===== config.mk =====
export PLATFORM = sky130hd
export DESIGN_NAME = bhfi_top
export DESIGN_NICKNAME = d
export VERILOG_FILES = /design/src/bhfi_pkg.sv /design/src/bhfi_sync.sv /design/src/bhfi_top.sv
export SDC_FILE = /design/constraint.sdc
export NUM_CORES = 1
export LEC_CHECK = 0
export BUFFER_PORTS_ARGS = -buffer_cell sky130_fd_sc_hd__buf_4
export CAP_MARGIN = 30
export CORE_MARGIN = 2
export CORE_UTILIZATION = 51
export CTS_BUF_LIST = sky130_fd_sc_hd__clkbuf_4
export CTS_CLUSTER_SIZE = 14
export DETAILED_ROUTE_END_ITERATION = 16
export PLACE_DENSITY = 0.79
export SLEW_MARGIN = 10
export SYNTH_ARGS = -nofsm -noshare
export SYNTH_HDL_FRONTEND = slang
export SYNTH_HIERARCHICAL = 1
export SYNTH_SLANG_ARGS = --single-unit

===== constraint.sdc =====
create_clock -name mclk_in -period 1.69 [get_ports mclk_in]
set_input_delay 0.2535 -clock mclk_in [delete_from_list [all_inputs] [get_ports mclk_in]]
set_output_delay 0.2535 -clock mclk_in [all_outputs]
set_load 0.01 [all_outputs]

===== src/bhfi_pkg.sv =====
package bhfi_pkg;
  // ==========================================
  // pin numbers on the shared port
  localparam int unsigned HOLD_REQ_PIN     = 5;
  localparam int unsigned HOLD_ACK_PIN     = 6;
  localparam int unsigned CYCLE_PEND_PIN   = 3;
  localparam int unsigned PORT_WIDTH       = 8;
  // ==========================================
  // reset values
  localparam logic        HOLD_EN_RST      = 1'b0;
  localparam logic [7:0]  PORT_REG_RST     = 8'h00;
  // ==========================================
  // hold state machine
  typedef enum logic [1:0] {
    BHFI_OWN,
    BHFI_DRAIN,
    BHFI_HELD,
    BHFI_RELEASE
  } bhfi_state_type;
endpackage


===== src/bhfi_sync.sv =====
module bhfi_sync (
  input  wire logic mclk_in,   // clock
  input  wire logic rst_in,    // async reset
  input  wire logic async_in,  // raw pin level
  output logic      sync_out   // synchronised level
);
  logic meta_q;
  logic sync_q;
  // reset value high: an idle active-low pin
  always_ff @(posedge mclk_in or posedge rst_in) begin
    if (rst_in) begin
      meta_q <= 1'b1;
      sync_q <= 1'b1;
    end else begin
      meta_q <= async_in;
      sync_q <= meta_q;
    end
  end
  assign sync_out = sync_q;
endmodule // bhfi_sync


===== src/bhfi_top.sv =====
// How it works
// hold enable locks pin5 to hold request
// hold enable locks pin6 to acknowledge
// port config writes to pins 3, 5 and 6 ignored while enabled
// outside master requests bus driving low
// acknowledge low after bus released
// fetch flag high whole external fetch
// fetch flag low on data accesses
// fetch flag low for internal fetches
// cycle pending low while held, pin locked
// acknowledge rises before device resumes bus
module bhfi_top
  import bhfi_pkg::*;
(
  input  wire logic                  mclk_in,              // 40 MHz clock
  input  wire logic                  rst_in,               // async reset, high
  input  wire logic                  hold_enable_wr_in,    // write strobe for enable bit
  input  wire logic                  hold_enable_data_in,  // value for enable bit
  input  wire logic                  port_cfg_wr_in,       // port config write strobe
  input  wire logic [PORT_WIDTH-1:0] port2_function_select_in, // mode write data
  input  wire logic [PORT_WIDTH-1:0] port2_direction_in,   // direction write data
  input  wire logic [PORT_WIDTH-1:0] port2_output_latch_in, // latch write data
  input  wire logic [PORT_WIDTH-1:0] port2_pin_in,         // raw pin levels
  input  wire logic                  ext_cycle_req_in,     // controller wants a cycle
  input  wire logic                  ext_cycle_fetch_in,   // wanted cycle is a fetch
  input  wire logic                  ext_cycle_done_in,    // current cycle ends
  output logic [PORT_WIDTH-1:0]      port2_pin_out,        // pin output levels
  output logic [PORT_WIDTH-1:0]      port2_pin_oe_out,     // pin drive enables
  output logic [PORT_WIDTH-1:0]      port2_pin_sync_out,   // synchronised pin levels
  output logic                       hold_protocol_enable_out, // enable bit state
  output logic                       bus_granted_out,      // device owns the bus
  output logic                       ext_cycle_active_out, // external cycle running
  output logic                       instruction_fetch_flag_out // fetch indicator
);
  import bhfi_pkg::*;

  // ==========================================
  // pin synchronisers
  logic [PORT_WIDTH-1:0] pin_sync;
  genvar gi;
  generate
    for (gi = 0; gi < PORT_WIDTH; gi++) begin : g_sync
      bhfi_sync u_sync (
        .mclk_in  (mclk_in),
        .rst_in   (rst_in),
        .async_in (port2_pin_in[gi]),
        .sync_out (pin_sync[gi])
      );
    end
  endgenerate

  // ==========================================
  // configuration state
  logic                  hold_en_q;
  logic                  hold_en_d;
  logic [PORT_WIDTH-1:0] mode_q;
  logic [PORT_WIDTH-1:0] mode_d;
  logic [PORT_WIDTH-1:0] dir_q;
  logic [PORT_WIDTH-1:0] dir_d;
  logic [PORT_WIDTH-1:0] latch_q;
  logic [PORT_WIDTH-1:0] latch_d;

  always_comb begin
    hold_en_d = hold_en_q;
    mode_d    = mode_q;
    dir_d     = dir_q;
    latch_d   = latch_q;
    if (hold_enable_wr_in) begin
      hold_en_d = hold_enable_data_in;
    end
    // locked pins keep their config; other pins still take writes
    if (port_cfg_wr_in) begin
      for (int i = 0; i < PORT_WIDTH; i++) begin
        if (!(hold_en_q && (i == HOLD_REQ_PIN || i == HOLD_ACK_PIN
                            || i == CYCLE_PEND_PIN))) begin
          mode_d[i]  = port2_function_select_in[i];
          dir_d[i]   = port2_direction_in[i];
          latch_d[i] = port2_output_latch_in[i];
        end
      end
    end
  end

  always_ff @(posedge mclk_in or posedge rst_in) begin
    if (rst_in) begin
      hold_en_q <= HOLD_EN_RST;
      mode_q    <= PORT_REG_RST;
      dir_q     <= PORT_REG_RST;
      latch_q   <= PORT_REG_RST;
    end else begin
      hold_en_q <= hold_en_d;
      mode_q    <= mode_d;
      dir_q     <= dir_d;
      latch_q   <= latch_d;
    end
  end

  // ==========================================
  // hold arbitration
  bhfi_state_type state_q;
  bhfi_state_type state_d;
  logic           cyc_q;
  logic           cyc_d;
  logic           fetch_q;
  logic           fetch_d;
  logic           hold_req;

  // request only counts with the protocol on; pin 5 is input then
  assign hold_req = hold_en_q && !pin_sync[HOLD_REQ_PIN];

  always_comb begin
    state_d = state_q;
    cyc_d   = cyc_q;
    fetch_d = fetch_q;
    // an external cycle in flight always completes before release
    if (cyc_q && ext_cycle_done_in) begin
      cyc_d   = 1'b0;
      fetch_d = 1'b0;
    end
    case (state_q)
      BHFI_OWN: begin
        if (hold_req) begin
          state_d = BHFI_DRAIN;
        end else if (!cyc_d && ext_cycle_req_in) begin
          cyc_d   = 1'b1;
          fetch_d = ext_cycle_fetch_in;
        end
      end
      BHFI_DRAIN: begin
        if (!cyc_d) begin
          state_d = BHFI_HELD;
        end
      end
      BHFI_HELD: begin
        if (!hold_req) begin
          state_d = BHFI_RELEASE;
        end
      end
      BHFI_RELEASE: begin
        // one cycle with ack high and bus still floated
        state_d = BHFI_OWN;
      end
      default: begin
        state_d = BHFI_OWN;
      end
    endcase
  end

  always_ff @(posedge mclk_in or posedge rst_in) begin
    if (rst_in) begin
      state_q <= BHFI_OWN;
      cyc_q   <= 1'b0;
      fetch_q <= 1'b0;
    end else begin
      state_q <= state_d;
      cyc_q   <= cyc_d;
      fetch_q <= fetch_d;
    end
  end

  // ==========================================
  // pin drive, registered
  // every pin level and enable leaves a flop fed from the next state, so the
  // locked pins change on the same edge as the hold state; the acknowledge
  // therefore falls on the edge the drain ends, never before it.
  // limitation: with the protocol off, pins 3, 5 and 6 are plain
  // port pins and the hold request is ignored entirely.
  // trade-off: the stored config of locked pins is kept, not
  // overwritten, so clearing the enable restores the old setup.
  logic [PORT_WIDTH-1:0] pin_out_q;
  logic [PORT_WIDTH-1:0] pin_out_d;
  logic [PORT_WIDTH-1:0] pin_oe_q;
  logic [PORT_WIDTH-1:0] pin_oe_d;
  logic [PORT_WIDTH-1:0] pin_sync_q;
  logic                  granted_q;
  logic                  granted_d;

  always_comb begin
    pin_out_d = latch_q;
    pin_oe_d  = dir_q;
    granted_d = (state_d == BHFI_OWN);
    if (hold_en_q) begin
      pin_oe_d[HOLD_REQ_PIN]    = 1'b0;
      pin_out_d[HOLD_REQ_PIN]   = 1'b1;
      pin_oe_d[HOLD_ACK_PIN]    = 1'b1;
      pin_out_d[HOLD_ACK_PIN]   = (state_d != BHFI_HELD);
      pin_oe_d[CYCLE_PEND_PIN]  = 1'b1;
      pin_out_d[CYCLE_PEND_PIN] = !((state_d == BHFI_HELD) && ext_cycle_req_in);
    end
  end

  always_ff @(posedge mclk_in or posedge rst_in) begin
    if (rst_in) begin
      pin_out_q  <= PORT_REG_RST;
      pin_oe_q   <= PORT_REG_RST;
      pin_sync_q <= PORT_REG_RST;
      granted_q  <= 1'b1;
    end else begin
      pin_out_q  <= pin_out_d;
      pin_oe_q   <= pin_oe_d;
      pin_sync_q <= pin_sync;
      granted_q  <= granted_d;
    end
  end

  assign port2_pin_out              = pin_out_q;
  assign port2_pin_oe_out           = pin_oe_q;
  assign port2_pin_sync_out         = pin_sync_q;
  assign hold_protocol_enable_out   = hold_en_q;
  assign bus_granted_out            = granted_q;
  assign ext_cycle_active_out       = cyc_q;
  assign instruction_fetch_flag_out = fetch_q;
endmodule // bhfi_top

==> run summary, run 1 <==
* **most numerous cell types in the synthesized netlist** 45 x sky130_fd_sc_hd__dfrtp_1, 17 x sky130_fd_sc_hd__dfstp_2, 16 x sky130_fd_sc_hd__mux2_2
* **most frequent cell after synthesis** sky130_fd_sc_hd__dfrtp_1
* **instance count of the mapped netlist** 122
* **count of boundary I/O pins** 68
* **Final #Nets** 240
* **number of maximum-capacitance constraint violations** 0
* **number of antenna-violating nets in the routed design** 0
* **Distinct cells, synth** 26
* **count of input and output buffers** 59
* **maximum number of pins on one net before global-route repair** 30
* **cell at the slowest stage of the critical path** sky130_fd_sc_hd__dfstp_2
* **summed instance area of the synthesized netlist** 2014 sq um
* **time the worst path needs with I/O delays and setup** 1.462 ns
* **power per unit of standard cell area** 1167 nW/um^2
* **total number of vias** 1184
* **Initial Util** 54.21%
* **highest cell delay on the worst timing path** 0.57 ns
* **first-pass GRT wire length** 5816 microns
* **result of the run** finished clean
* **critical path capture point type** flop
* **EDFF count, synth** 0
* **internal power of the cells** 2382 uW
* **Overall Global Routing Usage** 19.17%
* **worst supply voltage drop on vdd** 0.0006073 V
* **number of buffers created by CTS** 9
* **die width** 66.85 microns
* **Die Footprint** 4468 sq um
* **average footprint of a synthesized cell** 16.51 sq um
* **global-route congestion overflow total** 0
* **register share of total power** 56.9%
* **Final setup violation count** 0
* **total negative slack** 0 ns
* **area of the placeable core** 3716 sq um
* **number of search-and-repair iterations in the first detailed-routing pass** 4
* **buffer depth of the longest clock path** 2
* **clock network power share** 25.3%
* **DRT Wirelength** 3472 microns
* **area fraction of the dominant cell type after synthesis** 55.90%
* **CP Data Arrival Time** 1.72 ns
* **crit-path cells** nor2b_4 -> o41a_1 -> or4_1
* **switching fraction of total power** 25.21%
* **fraction of layout instances using a drive strength above 1** 54.63%
* **peak fanout along the critical path** 6
* **Worst Clk Skew** 0.01145 ns
* **# DRC** 0
* **TritonCTS clock tree** built
* **non-filler cells in the finished layout** 253
* **slew margin rel.** 74.73%
* **RSZ-0062 raised after global routing** no
* **via-per-instance ratio** 4.680
* **DP Wirelength** 2499 microns
* **flop and latch count out of synthesis** 62
* **global placement routability congestion** 0.7397
* **number of H-tree levels** 3
* **fraction of power consumed by combinational cells** 17.8%
* **cell row count** 22
* **Warnings, synthesis** 6
* **maximum operating frequency** 684.1 MHz
* **routed wirelength normalized by instance count** 13.72 microns
* **root buffer cell** sky130_fd_sc_hd__clkbuf_4
* **sink count of the clock tree** 62
* **synth top area cells** sky130_fd_sc_hd__dfrtp_1 56%, sky130_fd_sc_hd__dfstp_2 22%, sky130_fd_sc_hd__mux2_2 8.9%
* **static leakage** 0.001309 uW
* **vias in the first global route** 1273
* **element type at the critical path start** flop
* **proportion of synthesized flip-flops having asynchronous set or reset** 100.0%
* **area growth from synthesis to layout** 35.47%
* **number of antenna violations at the first check in global routing** 0
* **Net Count, Synth** 162
* **clock-pin slew on the worst setup and hold paths** 0.09 ns
* **number of max-slew violations in the final report** 0
* **count of inserted antenna diode cells** 0
* **Least-Margin Pin Slew** 0.3786 ns
* **NetSw** 803.0 uW
* **overall die height** 66.85 microns
* **clock insertion delay at the later pin of the skew report** 0.38 ns
* **predominant post-synthesis flop cell** sky130_fd_sc_hd__dfrtp_1
* **cells resized by post-CTS repair** 0
* **classification of the worst-slack hold path** input port to flop
* **critical path required time** 1.94 ns
* **count of final hold-check violations** 0
* **sequential cell area fraction in the yosys report** 78.07%
* **worst setup path class** flop to flop
* **count of placed standard cells including taps** 228
* **fin crit share** 86.50%
* **DRC marker count from the first detailed-route iteration** 51
* **library cell with the largest summed area after synthesis** sky130_fd_sc_hd__dfrtp_1
==> critical path, delay by kind of cell (launching register included) <==
kind / cells / cell delay [ns]
and+or+nand+nor: 2 / 0.46
AOI/OAI and AO/OA: 1 / 0.30
DFF: 1 / 0.57
==> per-stage QoR <==
| stage | setup slack (ns) | hold slack, ns | cell area [sq um] | power [uW] | util, % |
|---|---|---|---|---|---|
| 2_1_floorplan | 0.2108 | 0.1650 | 2014 | 2112 | - |
| 6_report | 0.2281 | 0.09094 | 2729 | 3185 | 73.43 |
| 3_5_place_dp | 0.2323 | 0.3138 | 2529 | 2400 | 68.05 |
| 4_1_cts | 0.2389 | 0.05881 | 2729 | 3233 | 73.43 |
| 5_1_grt | 0.1966 | 0.06698 | 2729 | 3404 | 73.43 |
| 3_3_place_gp | 0.2780 | 0.3060 | 2529 | 2358 | 68.05 |
==> state kept, by name (all words and copies together), names as in the netlist <==
name                        flops
latch_q                         8
instruction_fetch_flag_out      1
bus_granted_out                 1
g_sync.u_sync/sync_out          8
state_q                         2
port2_pin_oe_out                8
ext_cycle_active_out            1
dir_q                           8
g_sync.u_sync/meta_q            8
port2_pin_sync_out              8
port2_pin_out                   8
hold_protocol_enable_out        1
==> layout make-up <==
type / instances / area [sq um]
clock inverters: 3 / 12.51
flip-flops and latches: 62 / 1573
repair buffers: 71 / 568.0
multi-input cells: 45 / 376.6
inverters: 11 / 41.29
fillers: 257 / 987.2
clock buffers: 13 / 97.59
well taps: 48 / 60.06
==> routing by layer <==
layer / share of wire (%) / routed length (microns) / up-vias / track usage (%)
li1: - / - / 559 / -
met4: 1.4 / 47 / 0 / 10.71
met3: 6.0 / 208 / 8 / 6.588
met5: 0 / 0 / - / 0
met1: 39 / 1342 / 575 / 21.61
met2: 54 / 1874 / 42 / 31.75
==> logic make-up (layout without fill, tap and decap cells) <==
logic type	count (synthesis)	count (layout)	share of synthesized area [%]
and+or+nand+nor	19	19	6.024
muxes	18	18	9.938
AOI/OAI and AO/OA	8	8	2.733
DFF	62	62	78.07
buffers and inverters	15	98	3.230
==> power groups by stage <==
stage,clock network [uW],registers [uW],logic [uW]
6_report,807,1810,567
4_1_cts,843,1820,575
3_5_place_dp,0,1840,559
5_1_grt,943,1840,622
2_1_floorplan,0,1850,263
3_3_place_gp,0,1820,538
==> path summary, 6_finish.rpt <==
kind	startpoint	end	slack, ns	depth (start not counted)
setup / recovery	g_sync[5].u_sync/sync_out	instruction_fetch_flag_out	0.23	3
hold / removal	port2_output_latch_in[6]	latch_q[6]	0.09	3
setup reg to reg	g_sync[5].u_sync/sync_out	instruction_fetch_flag_out	0.23	3
hold reg to reg	g_sync[3].u_sync/meta_q	g_sync[3].u_sync/sync_out	0.36	0
max in group asynchronous	rst_in	port2_pin_oe_out[0]	0.76	4
min in group asynchronous	rst_in	hold_protocol_enable_out	0.46	3
==> cell usage in the layout (no fill, tap or decap), types with 2 or more instances in the layout <==
master                           n
sky130_fd_sc_hd__buf_4          61
sky130_fd_sc_hd__a21o_1          2
sky130_fd_sc_hd__dfrtp_1        45
sky130_fd_sc_hd__clkinv_1        2
sky130_fd_sc_hd__o21ai_0         2
sky130_fd_sc_hd__nor2b_1         4
sky130_fd_sc_hd__mux2i_1         2
sky130_fd_sc_hd__inv_1          10
sky130_fd_sc_hd__nand2b_1        2
sky130_fd_sc_hd__o22ai_1         2
sky130_fd_sc_hd__mux2_2         16
sky130_fd_sc_hd__dfstp_2        17
sky130_fd_sc_hd__or2_1           2
sky130_fd_sc_hd__nor4_1          2
sky130_fd_sc_hd__clkbuf_4       13
sky130_fd_sc_hd__dlygate4sd3_1   9
==> timing repair <==
action,in CTS,in global routing
hold buffers,9,0
hold endpoints to repair,40,0
buffers inserted,0,0
No activity file was read; power rests on OpenSTA's default activity.
==> run 2: changes to the inputs <==
--- a/config.mk
+++ b/config.mk
@@ -12,7 +12,7 @@
 export CTS_BUF_LIST = sky130_fd_sc_hd__clkbuf_4
 export CTS_CLUSTER_SIZE = 14
 export DETAILED_ROUTE_END_ITERATION = 16
-export PLACE_DENSITY = 0.79
+export PLACE_DENSITY = 0.77
 export SLEW_MARGIN = 10
 export SYNTH_ARGS = -nofsm -noshare
 export SYNTH_HDL_FRONTEND = slang
==> run summary, run 2 (same netlist as run 1, synthesis figures left out) <==
* **result of the run** finished clean
* **count of final hold-check violations** 0
* **worst setup path class** flop to flop
* **pre-CTS setup slack** 0.1442 ns
* **fin crit share** 91.55%
* **peak fanout along the critical path** 7
* **overall die height** 66.85 microns
* **RSZ-0062 raised after global routing** no
* **buffer depth of the longest clock path** 2
* **count of input and output buffers** 59
* **sink count of the clock tree** 62
* **maximum number of pins on one net before global-route repair** 38
* **Total Power Consumption** 3168 uW
* **number of cells traversed by the worst register-to-register path** 3
* **capture endpoint of the worst hold path** port2_pin_out[3]
* **DRT Wirelength** 3395 microns
* **area growth from synthesis to layout** 34.91%
* **reg-to-reg startpoint** hold_protocol_enable_out
* **fill cell count** 259
* **total negative slack** 0 ns
* **slew margin rel.** 65.93%
* **total length of routed met3 wires** 262 microns
* **clock insertion delay at the later pin of the skew report** 0.38 ns
* **cell at the slowest stage of the critical path** sky130_fd_sc_hd__dfrtp_1
* **static leakage** 0.001301 uW
* **area of the placeable core** 3716 sq um
* **Hold Startpoint** ext_cycle_req_in
* **routed wirelength normalized by instance count** 13.47 microns
* **critical path required time** 1.95 ns
* **Final #Nets** 239
* **root buffer cell** sky130_fd_sc_hd__clkbuf_4
* **DRC marker count from the first detailed-route iteration** 67
* **cells resized by post-CTS repair** 0
* **clock-pin slew on the worst setup and hold paths** 0.09 ns
* **power per unit of standard cell area** 1166 nW/um^2
* **via-per-instance ratio** 4.647
* **total number of vias** 1171
* **highest cell delay on the worst timing path** 0.44 ns
* **Overall Global Routing Usage** 18.40%
* **element type at the critical path start** flop
* **Die Footprint** 4468 sq um
* **post-CTS setup buffer count** 0
* **end of the worst register-to-register path** dir_q[5]
* **number of antenna violations at the first check in global routing** 0
* **number of max-slew violations in the final report** 0
* **worst hold path stage count** 2
* **routed length on met1** 1385 microns
* **crit-path cells** buf_4 -> nor2b_1 -> mux2_2
* **hold slack final** 0.09314 ns
* **Buffers & Inverters on Critical Path** 1
* **hold-fix buffers at CTS** 9
* **Reg2Reg Setup Slack** 0.14 ns
* **# DRC** 0
* **DP Wirelength** 2483 microns
* **family with the most delay on the worst path** flip-flops
* **Final setup violation count** 0
* **number of antenna-violating nets in the routed design** 0
* **count of inserted antenna diode cells** 0
* **first-pass GRT wire length** 5651 microns
* **global placement routability congestion** 0.7177
* **time the worst path needs with I/O delays and setup** 1.547 ns
* **Initial Util** 54.21%
* **met2 wirelength from detailed routing** 1732 microns
* **CP Data Arrival Time** 1.81 ns
* **number of buffers created by CTS** 9
* **most common library cell in the layout ignoring fill and taps** sky130_fd_sc_hd__buf_4
* **count of boundary I/O pins** 68
* **highest-count cells in the layout ignoring fill and taps** 60 x sky130_fd_sc_hd__buf_4, 45 x sky130_fd_sc_hd__dfrtp_1, 17 x sky130_fd_sc_hd__dfstp_2, 16 x sky130_fd_sc_hd__mux2_2, 12 x sky130_fd_sc_hd__clkbuf_4
* **cell row count** 22
* **vias in the first global route** 1213
* **critical path capture point type** flop
* **Finished Core Util** 73.13%
* **TritonCTS clock tree** built
* **uppermost layer routed** met4
* **number of maximum-capacitance constraint violations** 0
* **Worst Slack Setup Final** 0.1428 ns
* **die width** 66.85 microns
* **number of H-tree levels** 3
* **Least-Margin Pin Slew** 0.5099 ns
* **classification of the worst-slack hold path** input port to flop
* **number of search-and-repair iterations in the first detailed-routing pass** 4
* **global-route congestion overflow total** 0
* **fraction of layout instances using a drive strength above 1** 53.92%
* **maximum operating frequency** 646.3 MHz
* **Worst Clk Skew** 0.01131 ns
* **worst supply voltage drop on vdd** 0.0006607 V
## run 2: cell count changes in the layout (fill, tap and decap cells not counted)
cell,previous run,this run
sky130_fd_sc_hd__buf_4,61,60
sky130_fd_sc_hd__clkbuf_4,13,12
sky130_fd_sc_hd__clkinv_1,2,3
## run 2: per-stage QoR
step           area [sq um]  instances
3_5_place_dp           2521        227
5_1_grt                2718        252
2_1_floorplan          2014        122
4_1_cts                2718        252
6_report               2718        252
3_3_place_gp           2521        227
## run 2: cell type report
cell class	count	area, sq um	area share, %
timing repair buffer	70	560.5	20.63
clock inverter	4	16.27	0.5985
clock buffer	12	90.09	3.315
sequential	62	1573	57.87
multi-input combinational	45	376.6	13.86
inverter	11	41.29	1.519
tap	48	60.06	2.210
## run 2: how the worst max path moves through the flow
stage / start / endpoint / cells past startpoint
after floorplan: hold_protocol_enable_out / instruction_fetch_flag_out / 4
after global placement: hold_protocol_enable_out / latch_q[3] / 3
after detailed placement: hold_protocol_enable_out / latch_q[5] / 3
after CTS: hold_protocol_enable_out / dir_q[5] / 3
after global routing: hold_protocol_enable_out / dir_q[5] / 3
final: hold_protocol_enable_out / dir_q[5] / 3
## run 2: power by group
group / internal [uW] / leakage (uW) / switching (uW) / total, uW
registers: 1700 / 0.000704 / 115 / 1810
clock network: 337 / 0.0000638 / 461 / 798
logic: 325 / 0.000533 / 234 / 559
## run 2: per-layer routing
metal | vias to the layer above | GRT usage [%]
met5 | - | 0
met2 | 41 | 28.00
met3 | 2 | 7.770
met4 | 0 | 9.184
met1 | 573 | 22.55
li1 | 555 | -
